**src/include/gpp_pkg.sv**
```systemverilog
package gpp_pkg;
  localparam int          GPP_WIDTH       = 8;
  localparam logic [3:0]  GPP_OFS_DATA    = 4'h0;
  localparam logic [3:0]  GPP_OFS_DIR     = 4'h1;
  localparam logic [3:0]  GPP_OFS_PULL    = 4'h2;
  localparam logic [3:0]  GPP_OFS_SLEW    = 4'h3;
  localparam logic [3:0]  GPP_OFS_DRIVE   = 4'h4;
  localparam logic [3:0]  GPP_OFS_STATCTL = 4'h5;
  localparam logic [3:0]  GPP_OFS_SRCSEL  = 4'h6;
  localparam logic [3:0]  GPP_OFS_POLSEL  = 4'h7;
  localparam logic [3:0]  GPP_OFS_IRQSTAT = 4'h8;
  localparam logic [3:0]  GPP_OFS_IRQMASK = 4'h9;
  localparam int          GPP_BIT_FLAG    = 3;
  localparam int          GPP_BIT_ACK     = 2;
  localparam int          GPP_BIT_IE      = 1;
  localparam int          GPP_BIT_MOD     = 0;
  localparam int          GPP_EVT_DETECT  = 0;
  localparam int          GPP_EVT_ACKHOLD = 1;
  localparam logic [7:0]  GPP_RST_REG     = 8'h00;
  localparam logic [7:0]  GPP_RST_SLEW    = 8'h00;
  localparam logic [1:0]  GPP_RST_EVT     = 2'h0;
  localparam int          GPP_SYNC_STAGES = 2;

  typedef struct packed {
    logic [3:0] addr;
    logic [7:0] wdata;
    logic       wr;
    logic       rd;
  } gpp_req_t;

  typedef struct packed {
    logic [7:0] out_val;
    logic [7:0] out_en_n;
    logic [7:0] pull_en;
    logic [7:0] pull_down;
    logic [7:0] slew_en;
    logic [7:0] drive_hi;
  } gpp_pad_t;
endpackage : gpp_pkg

```
**src/core/gpp_sync.sv**
```systemverilog
`timescale 1ns/100ps
module gpp_sync #(
  parameter int WIDTH = 8
) (
  input  wire logic             clk,
  input  wire logic             reset_n,
  input  wire logic [WIDTH-1:0] async_in,
  output logic      [WIDTH-1:0] sync_out
);
  logic [WIDTH-1:0] stage1_ff;
  logic [WIDTH-1:0] stage2_ff;

  // two flops; only the second stage is visible outside
  always_ff @(posedge clk) begin
    if (!reset_n) begin
      stage1_ff <= '0;
      stage2_ff <= '0;
    end else begin
      stage1_ff <= async_in;
      stage2_ff <= stage1_ff;
    end
  end

  assign sync_out = stage2_ff;
endmodule : gpp_sync

```
**src/core/gpp_detect.sv**
```systemverilog
`timescale 1ns/100ps
module gpp_detect #(
  parameter int WIDTH = 8
) (
  input  wire logic             clk,
  input  wire logic             reset_n,
  input  wire logic [WIDTH-1:0] pin_sync,
  input  wire logic [WIDTH-1:0] src_sel,
  input  wire logic [WIDTH-1:0] pol_sel,
  output logic      [WIDTH-1:0] edge_hit,
  output logic      [WIDTH-1:0] level_hit
);
  logic [WIDTH-1:0] prev_ff;
  logic [WIDTH-1:0] act;
  logic [WIDTH-1:0] act_prev;

  // history of the synchronised level for edge detection
  always_ff @(posedge clk) begin
    if (!reset_n) begin
      prev_ff <= '0;
    end else begin
      prev_ff <= pin_sync;
    end
  end

  genvar gi;
  generate
    for (gi = 0; gi < WIDTH; gi = gi + 1) begin : g_pin
      // polarity folds to active-high so one edge test fits both senses
      assign act[gi]       = pol_sel[gi] ? pin_sync[gi] : ~pin_sync[gi];
      assign act_prev[gi]  = pol_sel[gi] ? prev_ff[gi]  : ~prev_ff[gi];
      assign edge_hit[gi]  = src_sel[gi] & act[gi] & ~act_prev[gi];
      assign level_hit[gi] = src_sel[gi] & act[gi];
    end
  endgenerate
endmodule : gpp_detect

```
**src/core/gpp_port.sv**
```systemverilog
// The register addresses and the plain strobed port were decided locally.
`timescale 1ns/100ps
module gpp_port #(
  parameter int WIDTH = gpp_pkg::GPP_WIDTH
) (
  input  wire logic             clk,
  input  wire logic             reset_n,
  input  wire logic [3:0]       reg_addr,
  input  wire logic [7:0]       reg_wdata,
  input  wire logic             reg_wr,
  input  wire logic             reg_rd,
  output logic      [7:0]       reg_rdata,
  input  wire logic [WIDTH-1:0] pin_in,
  output logic      [WIDTH-1:0] pin_out,
  output logic      [WIDTH-1:0] pin_oe_n,
  output logic      [WIDTH-1:0] pull_en,
  output logic      [WIDTH-1:0] pull_down,
  output logic      [WIDTH-1:0] slew_en,
  output logic      [WIDTH-1:0] drive_hi,
  output logic                  pin_irq_req,
  output logic                  irq
);
  gpp_pkg::gpp_req_t req;
  gpp_pkg::gpp_pad_t pad;

  logic [WIDTH-1:0] port_data_latch_ff;
  logic [WIDTH-1:0] pin_direction_ff;
  logic [WIDTH-1:0] pull_enable_ff;
  logic [WIDTH-1:0] slew_limit_enable_ff;
  logic [WIDTH-1:0] drive_strength_select_ff;
  logic [WIDTH-1:0] pin_irq_source_select_ff;
  logic [WIDTH-1:0] pin_irq_polarity_select_ff;
  logic             pin_irq_flag_ff;
  logic             pin_irq_enable_ff;
  logic             detect_mode_select_ff;
  logic [1:0]       evt_status_ff;
  logic [1:0]       evt_mask_ff;
  logic [7:0]       rdata_ff;
  logic [7:0]       nxt_rdata;
  logic [WIDTH-1:0] pin_sync;
  logic [WIDTH-1:0] edge_hit;
  logic [WIDTH-1:0] level_hit;
  logic             detect;
  logic             level_active;
  logic             pin_irq_acknowledge;
  logic             ack_blocked;
  logic             wr_data;
  logic             wr_dir;
  logic             wr_pull;
  logic             wr_slew;
  logic             wr_drive;
  logic             wr_sc;
  logic             wr_src;
  logic             wr_pol;
  logic             wr_stat;
  logic             wr_mask;

  assign req.addr  = reg_addr;
  assign req.wdata = reg_wdata;
  assign req.wr    = reg_wr;
  assign req.rd    = reg_rd;

  // write decode
  assign wr_data = req.wr && (req.addr == gpp_pkg::GPP_OFS_DATA);
  assign wr_dir  = req.wr && (req.addr == gpp_pkg::GPP_OFS_DIR);
  assign wr_pull = req.wr && (req.addr == gpp_pkg::GPP_OFS_PULL);
  assign wr_slew = req.wr && (req.addr == gpp_pkg::GPP_OFS_SLEW);
  assign wr_drive = req.wr && (req.addr == gpp_pkg::GPP_OFS_DRIVE);
  assign wr_sc   = req.wr && (req.addr == gpp_pkg::GPP_OFS_STATCTL);
  assign wr_src  = req.wr && (req.addr == gpp_pkg::GPP_OFS_SRCSEL);
  assign wr_pol  = req.wr && (req.addr == gpp_pkg::GPP_OFS_POLSEL);
  assign wr_stat = req.wr && (req.addr == gpp_pkg::GPP_OFS_IRQSTAT);
  assign wr_mask = req.wr && (req.addr == gpp_pkg::GPP_OFS_IRQMASK);

  // pins cross into the bus clock before any detection
  gpp_sync #(
    .WIDTH (WIDTH)
  ) u_sync (
    .clk      (clk),
    .reset_n  (reset_n),
    .async_in (pin_in),
    .sync_out (pin_sync)
  );

  gpp_detect #(
    .WIDTH (WIDTH)
  ) u_detect (
    .clk       (clk),
    .reset_n   (reset_n),
    .pin_sync  (pin_sync),
    .src_sel   (pin_irq_source_select_ff),
    .pol_sel   (pin_irq_polarity_select_ff),
    .edge_hit  (edge_hit),
    .level_hit (level_hit)
  );

  // data latch takes every write whatever the direction
  always_ff @(posedge clk) begin
    if (!reset_n) begin
      port_data_latch_ff <= '0;
    end else if (wr_data) begin
      port_data_latch_ff <= req.wdata[WIDTH-1:0];
    end
  end

  // pin configuration registers; all inputs, no pulls after reset
  always_ff @(posedge clk) begin
    if (!reset_n) begin
      pin_direction_ff         <= '0;
      pull_enable_ff           <= '0;
      drive_strength_select_ff <= '0;
    end else begin
      if (wr_dir) begin
        pin_direction_ff <= req.wdata[WIDTH-1:0];
      end
      if (wr_pull) begin
        pull_enable_ff <= req.wdata[WIDTH-1:0];
      end
      if (wr_drive) begin
        drive_strength_select_ff <= req.wdata[WIDTH-1:0];
      end
    end
  end

  // slew reset value is not something software should rely on
  always_ff @(posedge clk) begin
    if (!reset_n) begin
      slew_limit_enable_ff <= gpp_pkg::GPP_RST_SLEW[WIDTH-1:0];
    end else if (wr_slew) begin
      slew_limit_enable_ff <= req.wdata[WIDTH-1:0];
    end
  end

  // interrupt source and polarity selects
  always_ff @(posedge clk) begin
    if (!reset_n) begin
      pin_irq_source_select_ff   <= '0;
      pin_irq_polarity_select_ff <= '0;
    end else begin
      if (wr_src) begin
        pin_irq_source_select_ff <= req.wdata[WIDTH-1:0];
      end
      if (wr_pol) begin
        pin_irq_polarity_select_ff <= req.wdata[WIDTH-1:0];
      end
    end
  end

  // enable and mode bits of the status/control register
  always_ff @(posedge clk) begin
    if (!reset_n) begin
      pin_irq_enable_ff     <= 1'b0;
      detect_mode_select_ff <= 1'b0;
    end else if (wr_sc) begin
      pin_irq_enable_ff     <= req.wdata[gpp_pkg::GPP_BIT_IE];
      detect_mode_select_ff <= req.wdata[gpp_pkg::GPP_BIT_MOD];
    end
  end

  // level mode also fires on a held level, not only a transition
  assign level_active        = |level_hit;
  assign detect              = (|edge_hit) | (detect_mode_select_ff & level_active);
  assign pin_irq_acknowledge = wr_sc & req.wdata[gpp_pkg::GPP_BIT_ACK];
  assign ack_blocked         = pin_irq_acknowledge & detect_mode_select_ff & level_active;

  // flag: detection wins over a same-cycle acknowledge; data bit 3 is ignored
  always_ff @(posedge clk) begin
    if (!reset_n) begin
      pin_irq_flag_ff <= 1'b0;
    end else if (detect) begin
      pin_irq_flag_ff <= 1'b1;
    end else if (pin_irq_acknowledge) begin
      pin_irq_flag_ff <= 1'b0;
    end
  end

  // sticky event status, write one to clear, set beats clear
  always_ff @(posedge clk) begin
    if (!reset_n) begin
      evt_status_ff <= gpp_pkg::GPP_RST_EVT;
    end else begin
      evt_status_ff[gpp_pkg::GPP_EVT_DETECT] <= detect |
        (evt_status_ff[gpp_pkg::GPP_EVT_DETECT] & ~(wr_stat & req.wdata[gpp_pkg::GPP_EVT_DETECT]));
      evt_status_ff[gpp_pkg::GPP_EVT_ACKHOLD] <= ack_blocked |
        (evt_status_ff[gpp_pkg::GPP_EVT_ACKHOLD] & ~(wr_stat & req.wdata[gpp_pkg::GPP_EVT_ACKHOLD]));
    end
  end

  always_ff @(posedge clk) begin
    if (!reset_n) begin
      evt_mask_ff <= gpp_pkg::GPP_RST_EVT;
    end else if (wr_mask) begin
      evt_mask_ff <= req.wdata[1:0];
    end
  end

  // read mux; input bits show the pin, output bits the latch
  always_comb begin
    nxt_rdata = gpp_pkg::GPP_RST_REG;
    case (req.addr)
      gpp_pkg::GPP_OFS_DATA:    nxt_rdata[WIDTH-1:0] = (pin_direction_ff & port_data_latch_ff) |
                                                       (~pin_direction_ff & pin_sync);
      gpp_pkg::GPP_OFS_DIR:     nxt_rdata[WIDTH-1:0] = pin_direction_ff;
      gpp_pkg::GPP_OFS_PULL:    nxt_rdata[WIDTH-1:0] = pull_enable_ff;
      gpp_pkg::GPP_OFS_SLEW:    nxt_rdata[WIDTH-1:0] = slew_limit_enable_ff;
      gpp_pkg::GPP_OFS_DRIVE:   nxt_rdata[WIDTH-1:0] = drive_strength_select_ff;
      gpp_pkg::GPP_OFS_STATCTL: begin
        nxt_rdata[gpp_pkg::GPP_BIT_FLAG] = pin_irq_flag_ff;
        nxt_rdata[gpp_pkg::GPP_BIT_ACK]  = 1'b0;
        nxt_rdata[gpp_pkg::GPP_BIT_IE]   = pin_irq_enable_ff;
        nxt_rdata[gpp_pkg::GPP_BIT_MOD]  = detect_mode_select_ff;
      end
      gpp_pkg::GPP_OFS_SRCSEL:  nxt_rdata[WIDTH-1:0] = pin_irq_source_select_ff;
      gpp_pkg::GPP_OFS_POLSEL:  nxt_rdata[WIDTH-1:0] = pin_irq_polarity_select_ff;
      gpp_pkg::GPP_OFS_IRQSTAT: nxt_rdata[1:0] = evt_status_ff;
      gpp_pkg::GPP_OFS_IRQMASK: nxt_rdata[1:0] = evt_mask_ff;
      default:                  nxt_rdata = gpp_pkg::GPP_RST_REG;
    endcase
  end

  // read data holds only in the cycle after the strobe
  always_ff @(posedge clk) begin
    if (!reset_n) begin
      rdata_ff <= gpp_pkg::GPP_RST_REG;
    end else if (req.rd) begin
      rdata_ff <= nxt_rdata;
    end else begin
      rdata_ff <= gpp_pkg::GPP_RST_REG;
    end
  end

  // pad controls; output pins drop their pull and inputs ignore slew/drive
  assign pad.out_val   = port_data_latch_ff;
  assign pad.out_en_n  = ~pin_direction_ff;
  assign pad.pull_en   = pull_enable_ff & ~pin_direction_ff;
  assign pad.pull_down = pull_enable_ff & ~pin_direction_ff & pin_irq_source_select_ff &
                         pin_irq_polarity_select_ff;
  assign pad.slew_en   = slew_limit_enable_ff & pin_direction_ff;
  assign pad.drive_hi  = drive_strength_select_ff & pin_direction_ff;

  assign pin_out     = pad.out_val;
  assign pin_oe_n    = pad.out_en_n;
  assign pull_en     = pad.pull_en;
  assign pull_down   = pad.pull_down;
  assign slew_en     = pad.slew_en;
  assign drive_hi    = pad.drive_hi;
  assign reg_rdata   = rdata_ff;
  assign pin_irq_req = pin_irq_enable_ff & pin_irq_flag_ff;
  assign irq         = |(evt_status_ff & evt_mask_ff);

  AST_REQ_FOLLOWS_FLAG: assert property (@(posedge clk) disable iff (!reset_n)
    pin_irq_req == (pin_irq_enable_ff && pin_irq_flag_ff))
    else $error("request does not follow enable and flag");

  AST_EDGE_SETS_FLAG: assert property (@(posedge clk) disable iff (!reset_n)
    (|edge_hit) |=> pin_irq_flag_ff)
    else $error("edge did not set flag");

  AST_ACK_CLEARS: assert property (@(posedge clk) disable iff (!reset_n)
    (pin_irq_acknowledge && !detect) |=> !pin_irq_flag_ff)
    else $error("acknowledge did not clear flag");

  AST_ACK_READS_ZERO: assert property (@(posedge clk) disable iff (!reset_n)
    (req.rd && req.addr == gpp_pkg::GPP_OFS_STATCTL) |=> !reg_rdata[gpp_pkg::GPP_BIT_ACK])
    else $error("ack bit read as one");

  AST_FLAG_WRITE_IGNORED: assert property (@(posedge clk) disable iff (!reset_n)
    (wr_sc && req.wdata[gpp_pkg::GPP_BIT_FLAG] && !detect && !pin_irq_flag_ff) |=> !pin_irq_flag_ff)
    else $error("write set the flag");

  AST_LEVEL_HOLDS: assert property (@(posedge clk) disable iff (!reset_n)
    (detect_mode_select_ff && level_active && pin_irq_acknowledge) |=> pin_irq_flag_ff)
    else $error("level mode ack cleared an active flag");

  AST_UNSELECTED_QUIET: assert property (@(posedge clk) disable iff (!reset_n)
    (pin_irq_source_select_ff == '0 && !pin_irq_flag_ff && !wr_src) |=> !pin_irq_flag_ff)
    else $error("flag set with no source selected");

  AST_OUTPUT_NO_PULL: assert property (@(posedge clk) disable iff (!reset_n)
    (pull_en & pin_direction_ff) == '0 && (slew_en & ~pin_direction_ff) == '0)
    else $error("pull on output pin or slew on input");

  AST_INPUT_READ: assert property (@(posedge clk) disable iff (!reset_n)
    (req.rd && req.addr == gpp_pkg::GPP_OFS_DATA && !wr_dir) |=>
      reg_rdata[WIDTH-1:0] == ((pin_direction_ff & port_data_latch_ff) | (~pin_direction_ff & $past(pin_sync))))
    else $error("data read mismatch");

  AST_PULLDOWN_SCOPE: assert property (@(posedge clk) disable iff (!reset_n)
    (pull_down & ~(pin_irq_source_select_ff & pin_irq_polarity_select_ff)) == '0)
    else $error("pull-down outside interrupt use");

  // pad-side invariants; these catch a broken pad mapping even when no test reads it back
  AST_OE_FOLLOWS_DIR: assert property (@(posedge clk) disable iff (!reset_n)
    pin_oe_n == ~pin_direction_ff)
    else $error("output enable does not follow direction");

  AST_PIN_OUT_LATCH: assert property (@(posedge clk) disable iff (!reset_n)
    pin_out == port_data_latch_ff)
    else $error("pin output differs from data latch");

  AST_DRIVE_INPUT_IGNORED: assert property (@(posedge clk) disable iff (!reset_n)
    (drive_hi & ~pin_direction_ff) == '0)
    else $error("high drive on an input pin");

  AST_PULL_FOLLOWS_ENABLE: assert property (@(posedge clk) disable iff (!reset_n)
    pull_en == (pull_enable_ff & ~pin_direction_ff))
    else $error("pull enable does not follow register");

  AST_SLEW_ON_OUTPUT: assert property (@(posedge clk) disable iff (!reset_n)
    slew_en == (slew_limit_enable_ff & pin_direction_ff))
    else $error("slew limit does not follow register");

  AST_PULLDOWN_NEEDS_PULL: assert property (@(posedge clk) disable iff (!reset_n)
    (pull_down & ~pull_en) == '0)
    else $error("pull-down without pull enable");

  // interrupt-side invariants
  AST_LEVEL_SETS_FLAG: assert property (@(posedge clk) disable iff (!reset_n)
    (detect_mode_select_ff && level_active) |=> pin_irq_flag_ff)
    else $error("held level did not set flag");

  AST_FLAG_ONLY_ON_DETECT: assert property (@(posedge clk) disable iff (!reset_n)
    (!detect && !pin_irq_flag_ff) |=> !pin_irq_flag_ff)
    else $error("flag set without detection");

  AST_LEVEL_NEEDS_SOURCE: assert property (@(posedge clk) disable iff (!reset_n)
    (level_hit & ~pin_irq_source_select_ff) == '0)
    else $error("unselected pin reported active");

  AST_REQ_NEEDS_ENABLE: assert property (@(posedge clk) disable iff (!reset_n)
    !pin_irq_enable_ff |-> !pin_irq_req)
    else $error("request with interrupt disabled");

  // reset is synchronous, so the pad state is checked one edge after it is sampled
  AST_RESET_STATE: assert property (@(posedge clk)
    !reset_n |=> (pin_oe_n == '1 && pin_out == '0 && pull_en == '0 && !pin_irq_req))
    else $error("pad state wrong after reset");
endmodule : gpp_port

```
**config.mk**
```make
export PLATFORM = sky130hd
export DESIGN_NAME = gpp_port
export DESIGN_NICKNAME = d
export VERILOG_FILES = /design/src/include/gpp_pkg.sv /design/src/core/gpp_sync.sv /design/src/core/gpp_detect.sv /design/src/core/gpp_port.sv
export SDC_FILE = /design/constraint.sdc
export NUM_CORES = 1
export LEC_CHECK = 0
export BUFFER_PORTS_ARGS = -buffer_cell sky130_fd_sc_hd__buf_2
export CAP_MARGIN = 10
export CORE_MARGIN = 4
export CORE_UTILIZATION = 37
export CTS_BUF_LIST = sky130_fd_sc_hd__clkbuf_8 sky130_fd_sc_hd__clkbuf_16
export DETAILED_ROUTE_END_ITERATION = 16
export HOLD_SLACK_MARGIN = 0.03
export PLACE_DENSITY_LB_ADDON = 0.05
export REMOVE_ABC_BUFFERS = 1
export SLEW_MARGIN = 20
export SYNTH_ARGS = -nofsm -noshare
export SYNTH_HDL_FRONTEND = slang
export SYNTH_SLANG_ARGS = --single-unit
```
**constraint.sdc**
```tcl
create_clock -name clk -period 1.55 [get_ports clk]
set_input_delay 0.0775 -clock clk [delete_from_list [all_inputs] [get_ports clk]]
set_output_delay 0.0775 -clock clk [all_outputs]
set_load 0.05 [all_outputs]
```
# [Word-level counts from Yosys, hierarchy flattened]
# Index checks and enable logic that the tools add are counted.
[totals] ff_bits=95 inputBits=24 out_inout_bits=58
[op_classes] reduce_logical=16 mux=21 n_bitwise=64 n_eq_ne=9
[ops] op="8-bit bitwise AND" n=7
[ops] op="4-bit case mux with 7 select lines" n=1
[ops] op="1-bit NOT" n=26
[ops] op="1-bit bitwise AND" n=25
[ops] op="2-bit case mux with 10 select lines" n=1
[ops] op="1-bit 2-to-1 mux" n=18
[ops] op="4-bit by 3-bit equality test with 1-bit output (second input constant)" n=4
[ops] op="2-bit case mux with 8 select lines" n=1
[ops] op="8-bit OR reduction" n=2
[ops] op="1-bit logical AND" n=10
[ops] op="4-bit by 2-bit equality test with 1-bit output (second input constant)" n=2
[ops] op="4-bit equality test (second input constant)" n=2
[ops] op="8-bit NOT" n=1
[ops] op="8-bit OR" n=1
[ops] op="4-bit by 1-bit equality test with 1-bit output (second input constant)" n=1
[ops] op="4-bit zero test" n=1
[ops] op="1-bit OR" n=3
[ops] op="2-bit bitwise AND" n=1
[ops] op="2-bit AND reduction" n=1
[ops] op="2-bit nonzero test" n=1
[ops] op="2-bit OR reduction" n=1

# [Depth between registers and ports, before layout]
[depth] ltp_word=7 depth_mapped=7

# [Cells and area by module]
# From an unflattened synthesis, not the netlist that was laid out.
[unflattened] cells_unflattened=518 hier_area_um2=4563.1
[by_module_without_submodules] mod="gpp_port" seq_area_each_um2=1421.4 area_each_um2=3624.7 cells_per_inst=429 instances=1
[by_module_without_submodules] mod="gpp_detect" seq_area_each_um2=160.2 area_each_um2=491.7 cells_per_inst=56 instances=1
[by_module_without_submodules] mod="gpp_sync" seq_area_each_um2=320.3 area_each_um2=446.7 cells_per_inst=33 instances=1

# [Least setup slack after synthesis]
# OpenSTA, ideal clock, no wires.
[synth_timing] path_kind="flip-flop to output port" start="register pin_direction_ff[3]" end="output port pull_down[3]" stages_incl_launch_ff=3 path_slack_ns=-0.177 path_buffers=0 t_arrival_ns=1.649 path_cell_list="dfxtp_1 -> nor2b_1 -> and3_1"
[synth_between] elab_chain_len=4
[synth_lines] element="start, declared" line="gpp_port.sv:27" rtl="logic [WIDTH-1:0] pin_direction_ff;"
[synth_lines] element="start signal, assigned" line="gpp_port.sv:114" rtl="pin_direction_ff <= req.wdata[WIDTH-1:0];"
[synth_lines] element="8-bit NOT"
[synth_lines] element="8-bit bitwise AND"
[synth_lines] element="via pull_en[3]" line="gpp_port.sv:16" rtl="output logic [WIDTH-1:0] pull_en,"
[synth_lines] element="8-bit bitwise AND (2 in series)" line="gpp_port.sv:236" rtl="assign pad.pull_down = pull_enable_ff & ~pin_direction_ff & pin_irq_source_select_ff &"
[synth_lines] element="end, declared" line="gpp_port.sv:17" rtl="output logic [WIDTH-1:0] pull_down,"
# The timed path passes the listed nets, and every way through them passes these cells.

# [Final worst setup path]
[layout_timing] start="register pin_irq_polarity_select_ff[6]" end="register pin_irq_flag_ff"
[layout_between] elab_chain_len=6 word_cells_on_any_way=11 classes_between="mux (3); bitwise (5); reduce/logical (3)"
[layout_lines] element="start, declared" line="gpp_port.sv:32" rtl="logic [WIDTH-1:0] pin_irq_polarity_select_ff;"
[layout_lines] element="start signal, assigned" line="gpp_port.sv:144" rtl="pin_irq_polarity_select_ff <= req.wdata[WIDTH-1:0];"
[layout_lines] element="1-bit 2-to-1 mux, on equally long branches" line="gpp_detect.sv:30, gpp_detect.sv:31"
[layout_lines] element="1-bit bitwise AND / 1-bit NOT (equally long branches)" line="gpp_detect.sv:32, gpp_detect.sv:33"
[layout_lines] element="1-bit bitwise AND / 8-bit OR reduction (equally long branches)" line="gpp_detect.sv:32, gpp_port.sv:161"
[layout_lines] element="8-bit OR reduction / 1-bit bitwise AND (equally long branches)" line="gpp_port.sv:162" rtl="assign detect = (|edge_hit) | (detect_mode_select_ff & level_active);"
[layout_lines] element="1-bit OR *" line="gpp_port.sv:162"
[layout_lines] element="1-bit 2-to-1 mux / 2-bit nonzero test (equally long branches)"
[layout_lines] element="end signal, assigned" line="gpp_port.sv:169" rtl="pin_irq_flag_ff <= 1'b0;"
[layout_lines] element="end signal, assigned" line="gpp_port.sv:171" rtl="pin_irq_flag_ff <= 1'b1;"
[layout_lines] element="end signal, assigned" line="gpp_port.sv:173" rtl="pin_irq_flag_ff <= 1'b0;"
[layout_lines] element="end, declared" line="gpp_port.sv:33" rtl="logic pin_irq_flag_ff;"
# Every way passes the cells marked *; elsewhere a longest branch is shown, timed or not.
# A chain may end at the register's enable or synchronous reset.

==> results.yml <==
timing:
  finalSetupTns_ns: 0
  post-route-period-util_pct: 94.82
  fmax_mhz: 680.4
  max_slew_margin_pct: 71.66
  hold_violations: 0
  tightest_slew_ns: 0.4236
  skew_ns: 0.005254
  setup_viol: 0
  drv_slew: 0
  fin_crit_ns: 1.470
  final.setup.worst_slack_ns: 0.08034
  holdWs_ns: 0.05716
  rsz0062_at_grt: "yes"
layout:
  instances_no_fill: 764
  nets: 639
  nFillCells: 1176
  syn_to_final_growth_pct: 26.19
  drive_above_1_share_pct: 26.58
  diodes: 0
  multi_input_comb_area_um2: 2427
  seq_area_um2: 1906
synthesis:
  yosysSeqAreaShare_pct: 42.18
  synth_cell_types: 58
  synth_edf_count: 0
  async_flop_share_pct: 0
  ys.flop_type: "dfxtp_1"
  netlist_area_um2: 4509
  ys_warn_count: 0
  synth-seq-cells: 95
  syn_avg_cell_area_um2: 8.983
  synthCells: 502
pwr:
  vdd_drop_max_mv: 0.4980
  power_density_nw_per_um2: 910.4
  p_total_mw: 5.181
  leakagePower_nw: 2.565
critical_path:
  critical_path.cell_chain: "xnor2_1 -> a22o_1 -> o41ai_4 -> a41oi_1"
  reg2reg_to: "pin_irq_flag_ff"
  crit_family: "compound AO/OA/AOI/OAI gates"
  setup.worst_path.end_class: "flop"
  cp-start-kind: "flop"
  cp_max_fo: 6
  critical_path_class: "flop to flop"
  startpoint: "pin_irq_polarity_select_ff[6]"
  critPathMaxStageDelay_ns: 0.44
  rrSetupSlack_ns: 0.08
  cp_num_buf_inv: 0
  worstPathRequired_ns: 1.75
  r2r_cells: 4
  worst-endpoint-arrival_ns: 1.67
  slowest_stage: "dfxtp_1"
  worstReg2RegStart: "pin_irq_polarity_select_ff[6]"
global_routing:
  antenna_found_initial: 0
  grt_max_degree: 31
  overflow: 0
  grt_pass1_wl_um: 22430
  grt_pass1_vias: 3999
  grtUsageTotal_pct: 20.32
clock_network:
  ctsLongestPathBuffers: 2
  clk_pin_slew_ns: 0.06
  clk-insertion-delay-late_ns: 0.34
  cts_root_buf: "clkbuf_16"
  cts_tree: "done"
  post-cts-setup-buffers: 0
  cts.sinks: 95
  cts-htree-levels: 3
  cts_inserted_buffers: 9
run_status:
  status: "finished clean"
route:
  detail-route-antenna-nets: 0
  wirelength_um: 14190
  wl_per_cell_um: 18.57
  dr_total_vias: 4032
  first_iter_violations: 269
  drt_first_pass_iters: 4
  vias_per_cell: 5.277
  drc: 0
min_path:
  holdCritPathClass: "primary input to flop"
  worstHoldPathCells: 3
  hold_end: "pin_out[5]"
  hp-start: "reg_wdata[5]"
floorplanning:
  initial_core_util_pct: 37.70
  io_pins: 82
  dieArea_um2: 14020
  core_area_um2: 11960
  rows: 40
  dieHeight_um: 118.4
  fp.dieW_um: 118.4
job:
  drv_cap: 0
place:
  hpwl_um: 10430
  port_buffers: 81
  dpl.cell_count: 743
  gp_congestion: 0.8445
  pre_cts_slack_ns: 0.02909
per-stage QoR:
stage          util [%]  cell area [um^2]
5_1_grt           47.57              5690
3_5_place_dp      44.36              5306
2_1_floorplan         -              4353
6_report          47.57              5690
4_1_cts           47.43              5673
3_3_place_gp      44.36              5306
metal layers:
metal	vias up	part of all wire [%]	global-route usage (%)
met3	18	4.5	4.593
li1	1971	-	-
met5	-	0	0
met1	1951	48	27.68
met4	0	2.0	6.155
met2	92	45	32.15
tightest hold or removal path, delay by kind of cell:
kind	cells	cell delay (ns)
and+or+nand+nor	1	0.08
buffers and inverters	1	0.14
AOI/OAI and AO/OA	1	0.05
power breakdown:
group	switching, mW	internal [mW]	total, mW
Combinational	0.281	0.180	0.461
Sequential	0.0361	2.49	2.52
Clock	0.890	1.31	2.20
timing repair:
item / in CTS / in global routing
hold buffers: 8 / 0
hold endpoints to repair: 8 / 0
setup endpoints to repair: 0 / 5
gates resized for setup: 0 / 6
cells in the final DEF, fill, tap and decap left out, drive strengths merged, types with 3 or more instances in the layout:
master	count
a31oi	4
nand2	26
dfxtp	95
mux2	6
nor3b	8
clkbuf	12
and4	3
o21ai	18
nand3b	11
and2	44
a21oi	28
a22o	5
nand4	3
buf	126
nor2b	12
and3b	11
mux2i	47
xnor2	8
nand2b	5
a21o	3
nor2	51
nand3	26
inv	12
dlygate4sd3	8
and3	11
sequential cells by signal, indices dropped and copies added, names as in the netlist, 2 cells and up:
| register | count |
|---|---|
| slew_limit_enable_ff | 8 |
| evt_mask_ff | 2 |
| u_detect.prev_ff | 8 |
| reg_rdata | 8 |
| evt_status_ff | 2 |
| pin_out | 8 |
| drive_strength_select_ff | 8 |
| u_sync.sync_out | 8 |
| pin_irq_source_select_ff | 8 |
| u_sync.stage1_ff | 8 |
| pin_irq_polarity_select_ff | 8 |
| pull_enable_ff | 8 |
| pin_direction_ff | 8 |
worst max-delay path by stage:
stage	end	slack (ns)	cells after the start
6_report	pin_irq_flag_ff	0.08	4
3_3_place_gp	reg_rdata[1]	0.007	4
5_1_grt	reg_rdata[1]	-0.01	4
3_5_place_dp	reg_rdata[6]	0.03	6
2_1_floorplan	pull_down[3]	-0.18	2
4_1_cts	reg_rdata[1]	0.009	4
cell families (layout without fill, tap and decap cells):
family          count (synthesis)  after routing  synth area share [%]
flops                          95             95                 42.18
xor+xnor                        8              8                 1.554
buf+inv                        44            159                 4.384
mux                            53             53                 11.93
compound gates                 81             81                 11.76
simple gates                  221            221                 28.19
final cells by class:
class,count,area share (%)
multi-input cells,363,42.66
clock buffers,11,4.442
repair buffers,135,14.86
clock inverters,2,0.5937
well taps,147,3.232
inverters,11,0.7256
flip-flops and latches,95,33.49
cell usage after synthesis (10+ instances only):
| master | count | share of area (%) |
|---|---|---|
| dfxtp_1 | 95 | 42 |
| nor2_1 | 48 | 4.0 |
| mux2i_1 | 47 | 10 |
| and2_1 | 44 | 6.1 |
| a21oi_1 | 28 | 3.1 |
| nand2_1 | 25 | 2.1 |
| nand3_1 | 23 | 2.6 |
| o21ai_0 | 18 | 2.0 |
| clkbuf_1 | 16 | 1.3 |
| buf_2 | 14 | 1.6 |
| and3_1 | 11 | 1.5 |
| and3b_1 | 11 | 2.1 |
| nand3b_1 | 11 | 1.8 |
| nor2b_1 | 11 | 1.5 |
| inv_1 | 10 | 0.83 |
Note: power is estimated with default switching activity, not from simulation.
